[src/global_cfg_regs.vh]
/*
 * holds the offsets, field positions, reset values and codes of the global
 * configuration register bank of the eight-channel uart.
 * assumes it is included by its bare name from the design files.
 */
`ifndef GLOBAL_CFG_REGS_VH
`define GLOBAL_CFG_REGS_VH

`define ADDR_PENDING_SUMMARY  8'h80
`define ADDR_SRC_CODES_LOW    8'h81
`define ADDR_SRC_CODES_MID    8'h82
`define ADDR_SRC_CODES_HIGH   8'h83
`define ADDR_TIMER_CONTROL    8'h84
`define ADDR_TIMER_RSVD       8'h85
`define ADDR_TIMER_COUNT_LOW  8'h86
`define ADDR_TIMER_COUNT_HIGH 8'h87
`define ADDR_OVERSAMPLE_SEL   8'h88
`define ADDR_RSVD_ZERO_A      8'h89
`define ADDR_CHAN_SOFT_RESET  8'h8A
`define ADDR_CHAN_SLEEP_EN    8'h8B
`define ADDR_REVISION_CODE    8'h8C
`define ADDR_DEVICE_ID_CODE   8'h8D
`define ADDR_BROADCAST_WRITE  8'h8E

`define RST_SUMMARY           8'h00
`define RST_SRC_CODES         24'h000000
`define RST_TIMER_CONTROL     4'h0
`define RST_TIMER_COUNT       16'h0000
`define RST_OVERSAMPLE        8'h00
`define RST_SLEEP_EN          8'h00
`define RST_BROADCAST         1'h0
`define SLEEP_ALL_CHANNELS    8'hFF

`define TCTL_IRQ_EN_BIT       0
`define TCTL_START_BIT        1
`define TCTL_ONESHOT_BIT      2
`define TCTL_CLKSEL_BIT       3
`define TCTL_WIDTH            4
`define BCAST_ALL_BIT         0

`define CODE_WIDTH            3
`define CODE_NONE             3'h0
`define CODE_RX_DATA_LINE     3'h1
`define CODE_RX_TIMEOUT       3'h2
`define CODE_TX_EMPTY         3'h3
`define CODE_MODEM_FLOW       3'h4
`define CODE_TIMER            3'h7

`endif

[src/chan_src_encoder.v]
/*
 * priority encoder turning one channel's enabled interrupt causes into
 * its 3-bit source code.
 * assumes causes arrive already gated by the channel's own enable register.
 */
`include "global_cfg_regs.vh"

module chan_src_encoder #(
    parameter ALLOW_TIMER = 0
) (
    input  wire       rxDataLine,
    input  wire       rxTimeout,
    input  wire       txEmpty,
    input  wire       modemFlow,
    input  wire       timerIrq,
    output reg  [2:0] srcCode
);
    always @* begin
        if (rxDataLine) begin
            srcCode = `CODE_RX_DATA_LINE;
        end else if (rxTimeout) begin
            srcCode = `CODE_RX_TIMEOUT;
        end else if (txEmpty) begin
            srcCode = `CODE_TX_EMPTY;
        end else if (modemFlow) begin
            srcCode = `CODE_MODEM_FLOW;
        end else if ((ALLOW_TIMER != 0) && timerIrq) begin
            srcCode = `CODE_TIMER;
        end else begin
            srcCode = `CODE_NONE;
        end
    end
endmodule // chan_src_encoder

[src/global_config_interrupt_regs.v]
/*
 * global configuration register bank of the eight-channel uart: interrupt
 * summary and source codes, timer control/count storage, oversampling,
 * per-channel soft reset, sleep enable, revision, id and broadcast bit.
 * assumes the per-channel uarts supply their interrupt causes already gated
 * by their own enable registers, on clk_sys, and that the timer and sleep
 * logic report their events as pulses on the same clock.
 */
`include "global_cfg_regs.vh"

module global_config_interrupt_regs #(
    parameter NUM_CH   = 8,
    parameter REV_CODE = 8'h01,   // arbitrary value
    parameter DEV_ID   = 8'h5A    // arbitrary value
) (
    input  wire                clk_sys,
    input  wire                rst_b,
    input  wire [7:0]          busAddr,
    input  wire [7:0]          busWrData,
    input  wire                busRdStrobe,
    input  wire                busWrStrobe,
    output reg  [7:0]          busRdData,
    input  wire [NUM_CH-1:0]   chRxDataLine,
    input  wire [NUM_CH-1:0]   chRxTimeout,
    input  wire [NUM_CH-1:0]   chTxEmpty,
    input  wire [NUM_CH-1:0]   chModemFlow,
    input  wire                timerExpire,
    input  wire                wakeEvent,
    output wire                irqOut,
    output reg  [NUM_CH-1:0]   chSoftReset,
    output wire [NUM_CH-1:0]   chOversample8x,
    output wire [NUM_CH-1:0]   chSleepEnable,
    output wire                timerStart,
    output wire                timerOneShot,
    output wire                timerExtClock,
    output wire [15:0]         timerCount,
    output wire                broadcastWrite
);
    reg  [`TCTL_WIDTH-1:0] timerCtl_r;
    reg  [15:0]            timerCount_r;
    reg  [NUM_CH-1:0]      oversample_r;
    reg  [NUM_CH-1:0]      sleepEn_r;
    reg                    broadcast_r;
    reg                    timerPend_r;
    reg                    wakePend_r;
    reg                    allAsleep_r;
    reg  [NUM_CH-1:0]      summary_r;
    reg  [3*NUM_CH-1:0]    srcCodes_r;
    reg  [7:0]             rdData_nxt;
    wire [3*NUM_CH-1:0]    srcCodes;
    wire [NUM_CH-1:0]      summary;
    wire                   rdTimerCtl;
    wire                   rdSummary;
    wire                   wrHit;

    assign rdTimerCtl = busRdStrobe && (busAddr == `ADDR_TIMER_CONTROL);
    assign rdSummary  = busRdStrobe && (busAddr == `ADDR_PENDING_SUMMARY);
    assign wrHit      = busWrStrobe;

    // per-channel priority encoders; only channel 0 may carry the timer code
    genvar ch;
    generate
        for (ch = 0; ch < NUM_CH; ch = ch + 1) begin : gEnc
            chan_src_encoder #(
                .ALLOW_TIMER (ch == 0)
            ) uEnc (
                .rxDataLine  (chRxDataLine[ch]),
                .rxTimeout   (chRxTimeout[ch]),
                .txEmpty     (chTxEmpty[ch]),
                .modemFlow   (chModemFlow[ch]),
                .timerIrq    (timerPend_r),
                .srcCode     (srcCodes[3*ch+2:3*ch])
            );
            assign summary[ch] = |srcCodes[3*ch+2:3*ch];
        end
    endgenerate

    // codes and summary are captured in the same register stage so a read
    // never sees the two views disagree
    always @(posedge clk_sys or negedge rst_b) begin
        if (!rst_b) begin
            summary_r  <= `RST_SUMMARY;
            srcCodes_r <= `RST_SRC_CODES;
        end else begin
            summary_r  <= summary;
            srcCodes_r <= srcCodes;
        end
    end

    // timer interrupt: set wins over the read that clears it
    always @(posedge clk_sys or negedge rst_b) begin
        if (!rst_b) begin
            timerPend_r <= 1'b0;
        end else if (timerExpire && timerCtl_r[`TCTL_IRQ_EN_BIT]) begin
            timerPend_r <= 1'b1;
        end else if (rdTimerCtl) begin
            timerPend_r <= 1'b0;
        end
    end

    // wake-up interrupt only after a full sleep of all channels
    always @(posedge clk_sys or negedge rst_b) begin
        if (!rst_b) begin
            allAsleep_r <= 1'b0;
            wakePend_r  <= 1'b0;
        end else begin
            if (sleepEn_r == `SLEEP_ALL_CHANNELS && summary == {NUM_CH{1'b0}}) begin
                allAsleep_r <= 1'b1;
            end else if (wakeEvent || sleepEn_r != `SLEEP_ALL_CHANNELS) begin
                allAsleep_r <= 1'b0;
            end
            if (wakeEvent && allAsleep_r) begin
                wakePend_r <= 1'b1;
            end else if (rdSummary) begin
                wakePend_r <= 1'b0;
            end
        end
    end

    // writable registers; soft-reset bits last one cycle then clear
    always @(posedge clk_sys or negedge rst_b) begin
        if (!rst_b) begin
            timerCtl_r   <= `RST_TIMER_CONTROL;
            timerCount_r <= `RST_TIMER_COUNT;
            oversample_r <= `RST_OVERSAMPLE;
            sleepEn_r    <= `RST_SLEEP_EN;
            broadcast_r  <= `RST_BROADCAST;
            chSoftReset  <= {NUM_CH{1'b0}};
        end else begin
            chSoftReset <= {NUM_CH{1'b0}};
            if (wrHit) begin
                case (busAddr)
                    `ADDR_TIMER_CONTROL: begin
                        timerCtl_r <= busWrData[`TCTL_WIDTH-1:0];
                    end
                    `ADDR_TIMER_COUNT_LOW: begin
                        timerCount_r[7:0] <= busWrData;
                    end
                    `ADDR_TIMER_COUNT_HIGH: begin
                        timerCount_r[15:8] <= busWrData;
                    end
                    `ADDR_OVERSAMPLE_SEL: begin
                        oversample_r <= busWrData[NUM_CH-1:0];
                    end
                    `ADDR_CHAN_SOFT_RESET: begin
                        chSoftReset <= busWrData[NUM_CH-1:0];
                    end
                    `ADDR_CHAN_SLEEP_EN: begin
                        sleepEn_r <= busWrData[NUM_CH-1:0];
                    end
                    `ADDR_BROADCAST_WRITE: begin
                        broadcast_r <= busWrData[`BCAST_ALL_BIT];
                    end
                    default: begin
                    end
                endcase
            end
        end
    end

    // read mux; write-only and reserved locations read zero
    always @* begin
        rdData_nxt = 8'h00;
        case (busAddr)
            `ADDR_PENDING_SUMMARY:  rdData_nxt = summary_r;
            `ADDR_SRC_CODES_LOW:    rdData_nxt = srcCodes_r[7:0];
            `ADDR_SRC_CODES_MID:    rdData_nxt = srcCodes_r[15:8];
            `ADDR_SRC_CODES_HIGH:   rdData_nxt = srcCodes_r[23:16];
            `ADDR_TIMER_CONTROL:    rdData_nxt = {4'h0, timerCtl_r};
            `ADDR_TIMER_COUNT_LOW:  rdData_nxt = timerCount_r[7:0];
            `ADDR_TIMER_COUNT_HIGH: rdData_nxt = timerCount_r[15:8];
            `ADDR_OVERSAMPLE_SEL:   rdData_nxt = oversample_r;
            `ADDR_CHAN_SLEEP_EN:    rdData_nxt = sleepEn_r;
            `ADDR_REVISION_CODE:    rdData_nxt = REV_CODE;
            `ADDR_DEVICE_ID_CODE:   rdData_nxt = DEV_ID;
            `ADDR_BROADCAST_WRITE:  rdData_nxt = {7'h00, broadcast_r};
            default:                rdData_nxt = 8'h00;
        endcase
    end

    always @(posedge clk_sys or negedge rst_b) begin
        if (!rst_b) begin
            busRdData <= 8'h00;
        end else if (busRdStrobe) begin
            busRdData <= rdData_nxt;
        end
    end

    assign irqOut         = (|summary_r) || wakePend_r;
    assign chOversample8x = oversample_r;
    assign chSleepEnable  = sleepEn_r;
    assign timerStart     = timerCtl_r[`TCTL_START_BIT];
    assign timerOneShot   = timerCtl_r[`TCTL_ONESHOT_BIT];
    assign timerExtClock  = timerCtl_r[`TCTL_CLKSEL_BIT];
    assign timerCount     = timerCount_r;
    assign broadcastWrite = broadcast_r;
endmodule // global_config_interrupt_regs

[config.mk]
export PLATFORM = sky130hd
export DESIGN_NAME = global_config_interrupt_regs
export DESIGN_NICKNAME = d
export VERILOG_FILES = /design/src/chan_src_encoder.v /design/src/global_config_interrupt_regs.v
export VERILOG_INCLUDE_DIRS = /design/src
export SDC_FILE = /design/constraint.sdc
export NUM_CORES = 1
export LEC_CHECK = 0
export BUFFER_PORTS_ARGS = -buffer_cell sky130_fd_sc_hd__buf_2
export CAP_MARGIN = 20
export CORE_MARGIN = 2
export CORE_UTILIZATION = 53
export DETAILED_ROUTE_END_ITERATION = 16
export GPL_TIMING_DRIVEN = 0
export PLACE_DENSITY_LB_ADDON = 0.15
export RECOVER_POWER = 25
export SLEW_MARGIN = 30
export SYNTH_ARGS = -nofsm -noshare
export SYNTH_HDL_FRONTEND = slang
export SYNTH_SLANG_ARGS = --single-unit
[constraint.sdc]
create_clock -name clk_sys -period 1.5 [get_ports clk_sys]
set_clock_uncertainty 0.05 [all_clocks]
set_input_delay 0.375 -clock clk_sys [delete_from_list [all_inputs] [get_ports clk_sys]]
set_output_delay 0.375 -clock clk_sys [all_outputs]
set_load 0.01 [all_outputs]
==> flow_metrics.tcl <==
set metrics [dict create \
    final_cell_mix "buf_2 (91), dfrtp_1 (88), mux2_4 (26), nor2_1 (23), mux2_2 (18)" \
    gr-total-overflow 0 \
    slowest_delay_ps 420 \
    crit_type "reg -> out" \
    yosys_register_bits 88 \
    cts_tree "built" \
    drc 0 \
    critPathMaxFanout 2 \
    fillCellCount 558 \
    max-slew-margin-rel_pct 60.88 \
    grt_pass1_wl_mm 18.93 \
    avgSynthCellArea_um2 11.84 \
    crit_slowest_cell "dfrtp_1" \
    grt_pass1_vias 3514 \
    powerDensity_nw_per_um2 855.4 \
    core_um2 7647 \
    hp-start "chRxDataLine[0]" \
    final_common_cell "buf_2" \
    comb_power_share_pct 14.3 \
    postLayoutCellArea_um2 5625 \
    first_pass_iters 5 \
    dpl_cell_area_um2 4956 \
    yosys-top-cells-area "dfrtp_1 (53%), mux2_2 (7.6%), mux2_4 (2.9%)" \
    cp_num_buf_inv 1 \
    rsz0062_at_grt "yes" \
    ios 107 \
    min_period_over_period_pct 121.2 \
    endpoint_kind "output pin" \
    tns_ps -8896 \
    rows 32 \
    async_flop_share_pct 100.0 \
    critical_path_arrival_ps 1390 \
    mappedNetlistArea_um2 4145 \
    antenna_found_initial 0 \
    yosysSeqAreaShare_pct 53.12 \
    finalHoldViolCount 0 \
    switchingPower_w 0.001405 \
    status "finished, violations left" \
    viasPerCell 5.904 \
    drive_gt1_share_pct 46.12 \
    cp_cell_sequence "nor4_4, nand3_1, buf_2" \
    clock_sinks 88 \
    vias 3495 \
    fp.dieW_um 92.44 \
    netlist.area_leader.share_pct 53.12 \
    hold_class "in -> reg" \
    die-area_um2 8544 \
    io_buffers 104 \
    cts_max_level 3 \
    p_int_w 0.003407 \
    setup_slack_ps -318.6 \
    seqPwrFrac_pct 53.2 \
    track_usage_pct 29.60 \
    antenna_cells 0 \
    path_clk_slew_ps 90 \
    clock.fmax_mhz 549.9 \
    maxCapViolations 0 \
    cp.required_ps 1070 \
    timing.rr.start "summary_r[3]$_DFF_PN0_" \
    violations "negative setup slack" \
    ys.flop_type "dfrtp_1" \
    crit_start "summary_r[3]$_DFF_PN0_" \
    p_leak_nw 2.754 \
    fin_nets 539 \
    syn_nets 404 \
    synth_cells 350 \
    swShare_pct 29.19 \
    slew_violations 0 \
    power_frac_clock_pct 32.5 \
    ant_nets 0 \
    drtIter0Drc 210 \
    clk_path_buf_depth 2 \
    ys_types 60 \
    setup_violations 45 \
    ys_warn_count 0 \
    critical-path-top-delay-family "simple AND/OR/NAND/NOR gates" \
    die_h_um 92.44 \
    worst_pin_slew_ps 586.8 \
    initial_core_util_pct 54.20 \
    whs_ps 131.7 \
    startpoint_type "flop" \
    synth_area_leader_cell "dfrtp_1" \
    pre_cts_ws_ps -865.2 \
    gp_congestion 0.9109 \
    wirelength_mm 12.61 \
    fin_crit_ps 1819 \
    synth_edf_count 0 \
    clk_latency_ps 370 \
    areaGrowthSynthToFinish_pct 35.71 \
    cts_root_buffer "clkbuf_8" \
    cts_buffers 9 \
    grt_max_degree 69 \
    routedWlPerCell_um 21.30 \
    hpwl_mm 8.640 \
    ir_worst_vdd_mv 0.6310 \
]
==> path summary, 6_finish.rpt <==
kind	endpoint	slack [ps]	cells past startpoint
worst min-delay path	srcCodes_r[1]$_DFF_PN0_	130	2
worst min register to register	busRdData[5]$_DFFE_PN0P_	470	1
worst max-delay path	irqOut	-320	3
max in group asynchronous	srcCodes_r[6]$_DFF_PN0_	190	3
worst max register to register	busRdData[3]$_DFFE_PN0P_	-30	5
min in group asynchronous	chOversample8x[7]$_DFFE_PN0P_	480	2
==> worst reg2reg max path, stage by stage (launching register included) <==
cell and delay, ps:
dfrtp_1 420, buf_4 150, mux2_2 250, a32oi_1 230, o221a_2 240, a22oi_1 70
==> through the flow <==
stage | instances | utilization [%] | total power, W
finish | 592 | 73.56 | 0.004812
global route | 592 | 73.56 | 0.004997
CTS | 585 | 70.93 | 0.004791
detailed placement | 557 | 64.81 | 0.003199
global placement | 556 | 64.37 | 0.003175
floorplan | 350 | - | 0.002872
==> synth_stat cells, drive strengths merged, types with 4 or more instances <==
cell type / number
mux2: 44
or4: 7
a221oi: 4
nor2: 30
dfrtp: 88
nor4b: 9
nand2: 10
nand4: 5
o21ai: 5
a21oi: 5
a31oi: 4
a32oi: 5
nand2b: 6
and2: 10
mux2i: 10
nand3: 10
clkbuf: 13
nor3: 6
a21o: 8
inv: 15
nand3b: 7
==> flip-flops by register name (all words and copies together), names as in the netlist <==
signal,flops
allAsleep_r,1
broadcastWrite,1
busRdData,8
chOversample8x,8
chSleepEnable,8
chSoftReset,8
srcCodes_r,24
summary_r,8
timerCount,16
timerCtl_r,4
timerPend_r,1
wakePend_r,1
==> kinds of logic after synthesis <==
group | share of synthesized area [%]
compound gates | 10.50
flops | 53.12
mux | 15.64
simple gates | 17.84
buf+inv | 2.898
==> area by class of cell <==
type                    count  area, um2  area share (%)
inverters                  15      56.30           1.001
clock buffers               9      123.9           2.202
clock inverters             7      58.81           1.045
well taps                 102      127.6           2.269
repair buffers            125      748.2           13.30
multi-input cells         231       2180           38.75
flip-flops and latches     88       2202           39.15
plain buffers              15      128.9           2.291
==> routing by layer <==
layer | global-route usage (%) | vias up | share of wire (%)
li1 | - | 1573 | -
met3 | 6.265 | 31 | 6.6
met1 | 40.42 | 1735 | 42
met5 | 0 | - | 0
met4 | 8.706 | 0 | 2.3
met2 | 47.93 | 156 | 49
==> repair_timing <==
action,CTS,global route
endpoints found under the hold margin,20,0
gates resized for setup,43,42
setup endpoints to repair,57,58
cloned,0,0
hold buffers,1,0
pin swaps,19,26
setup buffers,12,9
==> power by group through the flow <==
| stage | Sequential, W | Clock (W) | Combinational (W) |
|---|---|---|---|
| after CTS | 0.00255 | 0.00159 | 0.000647 |
| after global placement | 0.00260 | 0 | 0.000576 |
| after floorplan | 0.00259 | 0 | 0.000282 |
| after global routing | 0.00257 | 0.00169 | 0.000741 |
| after detailed placement | 0.00260 | 0 | 0.000600 |
| final | 0.00256 | 0.00157 | 0.000688 |
Power figures use the tool's default switching activity.
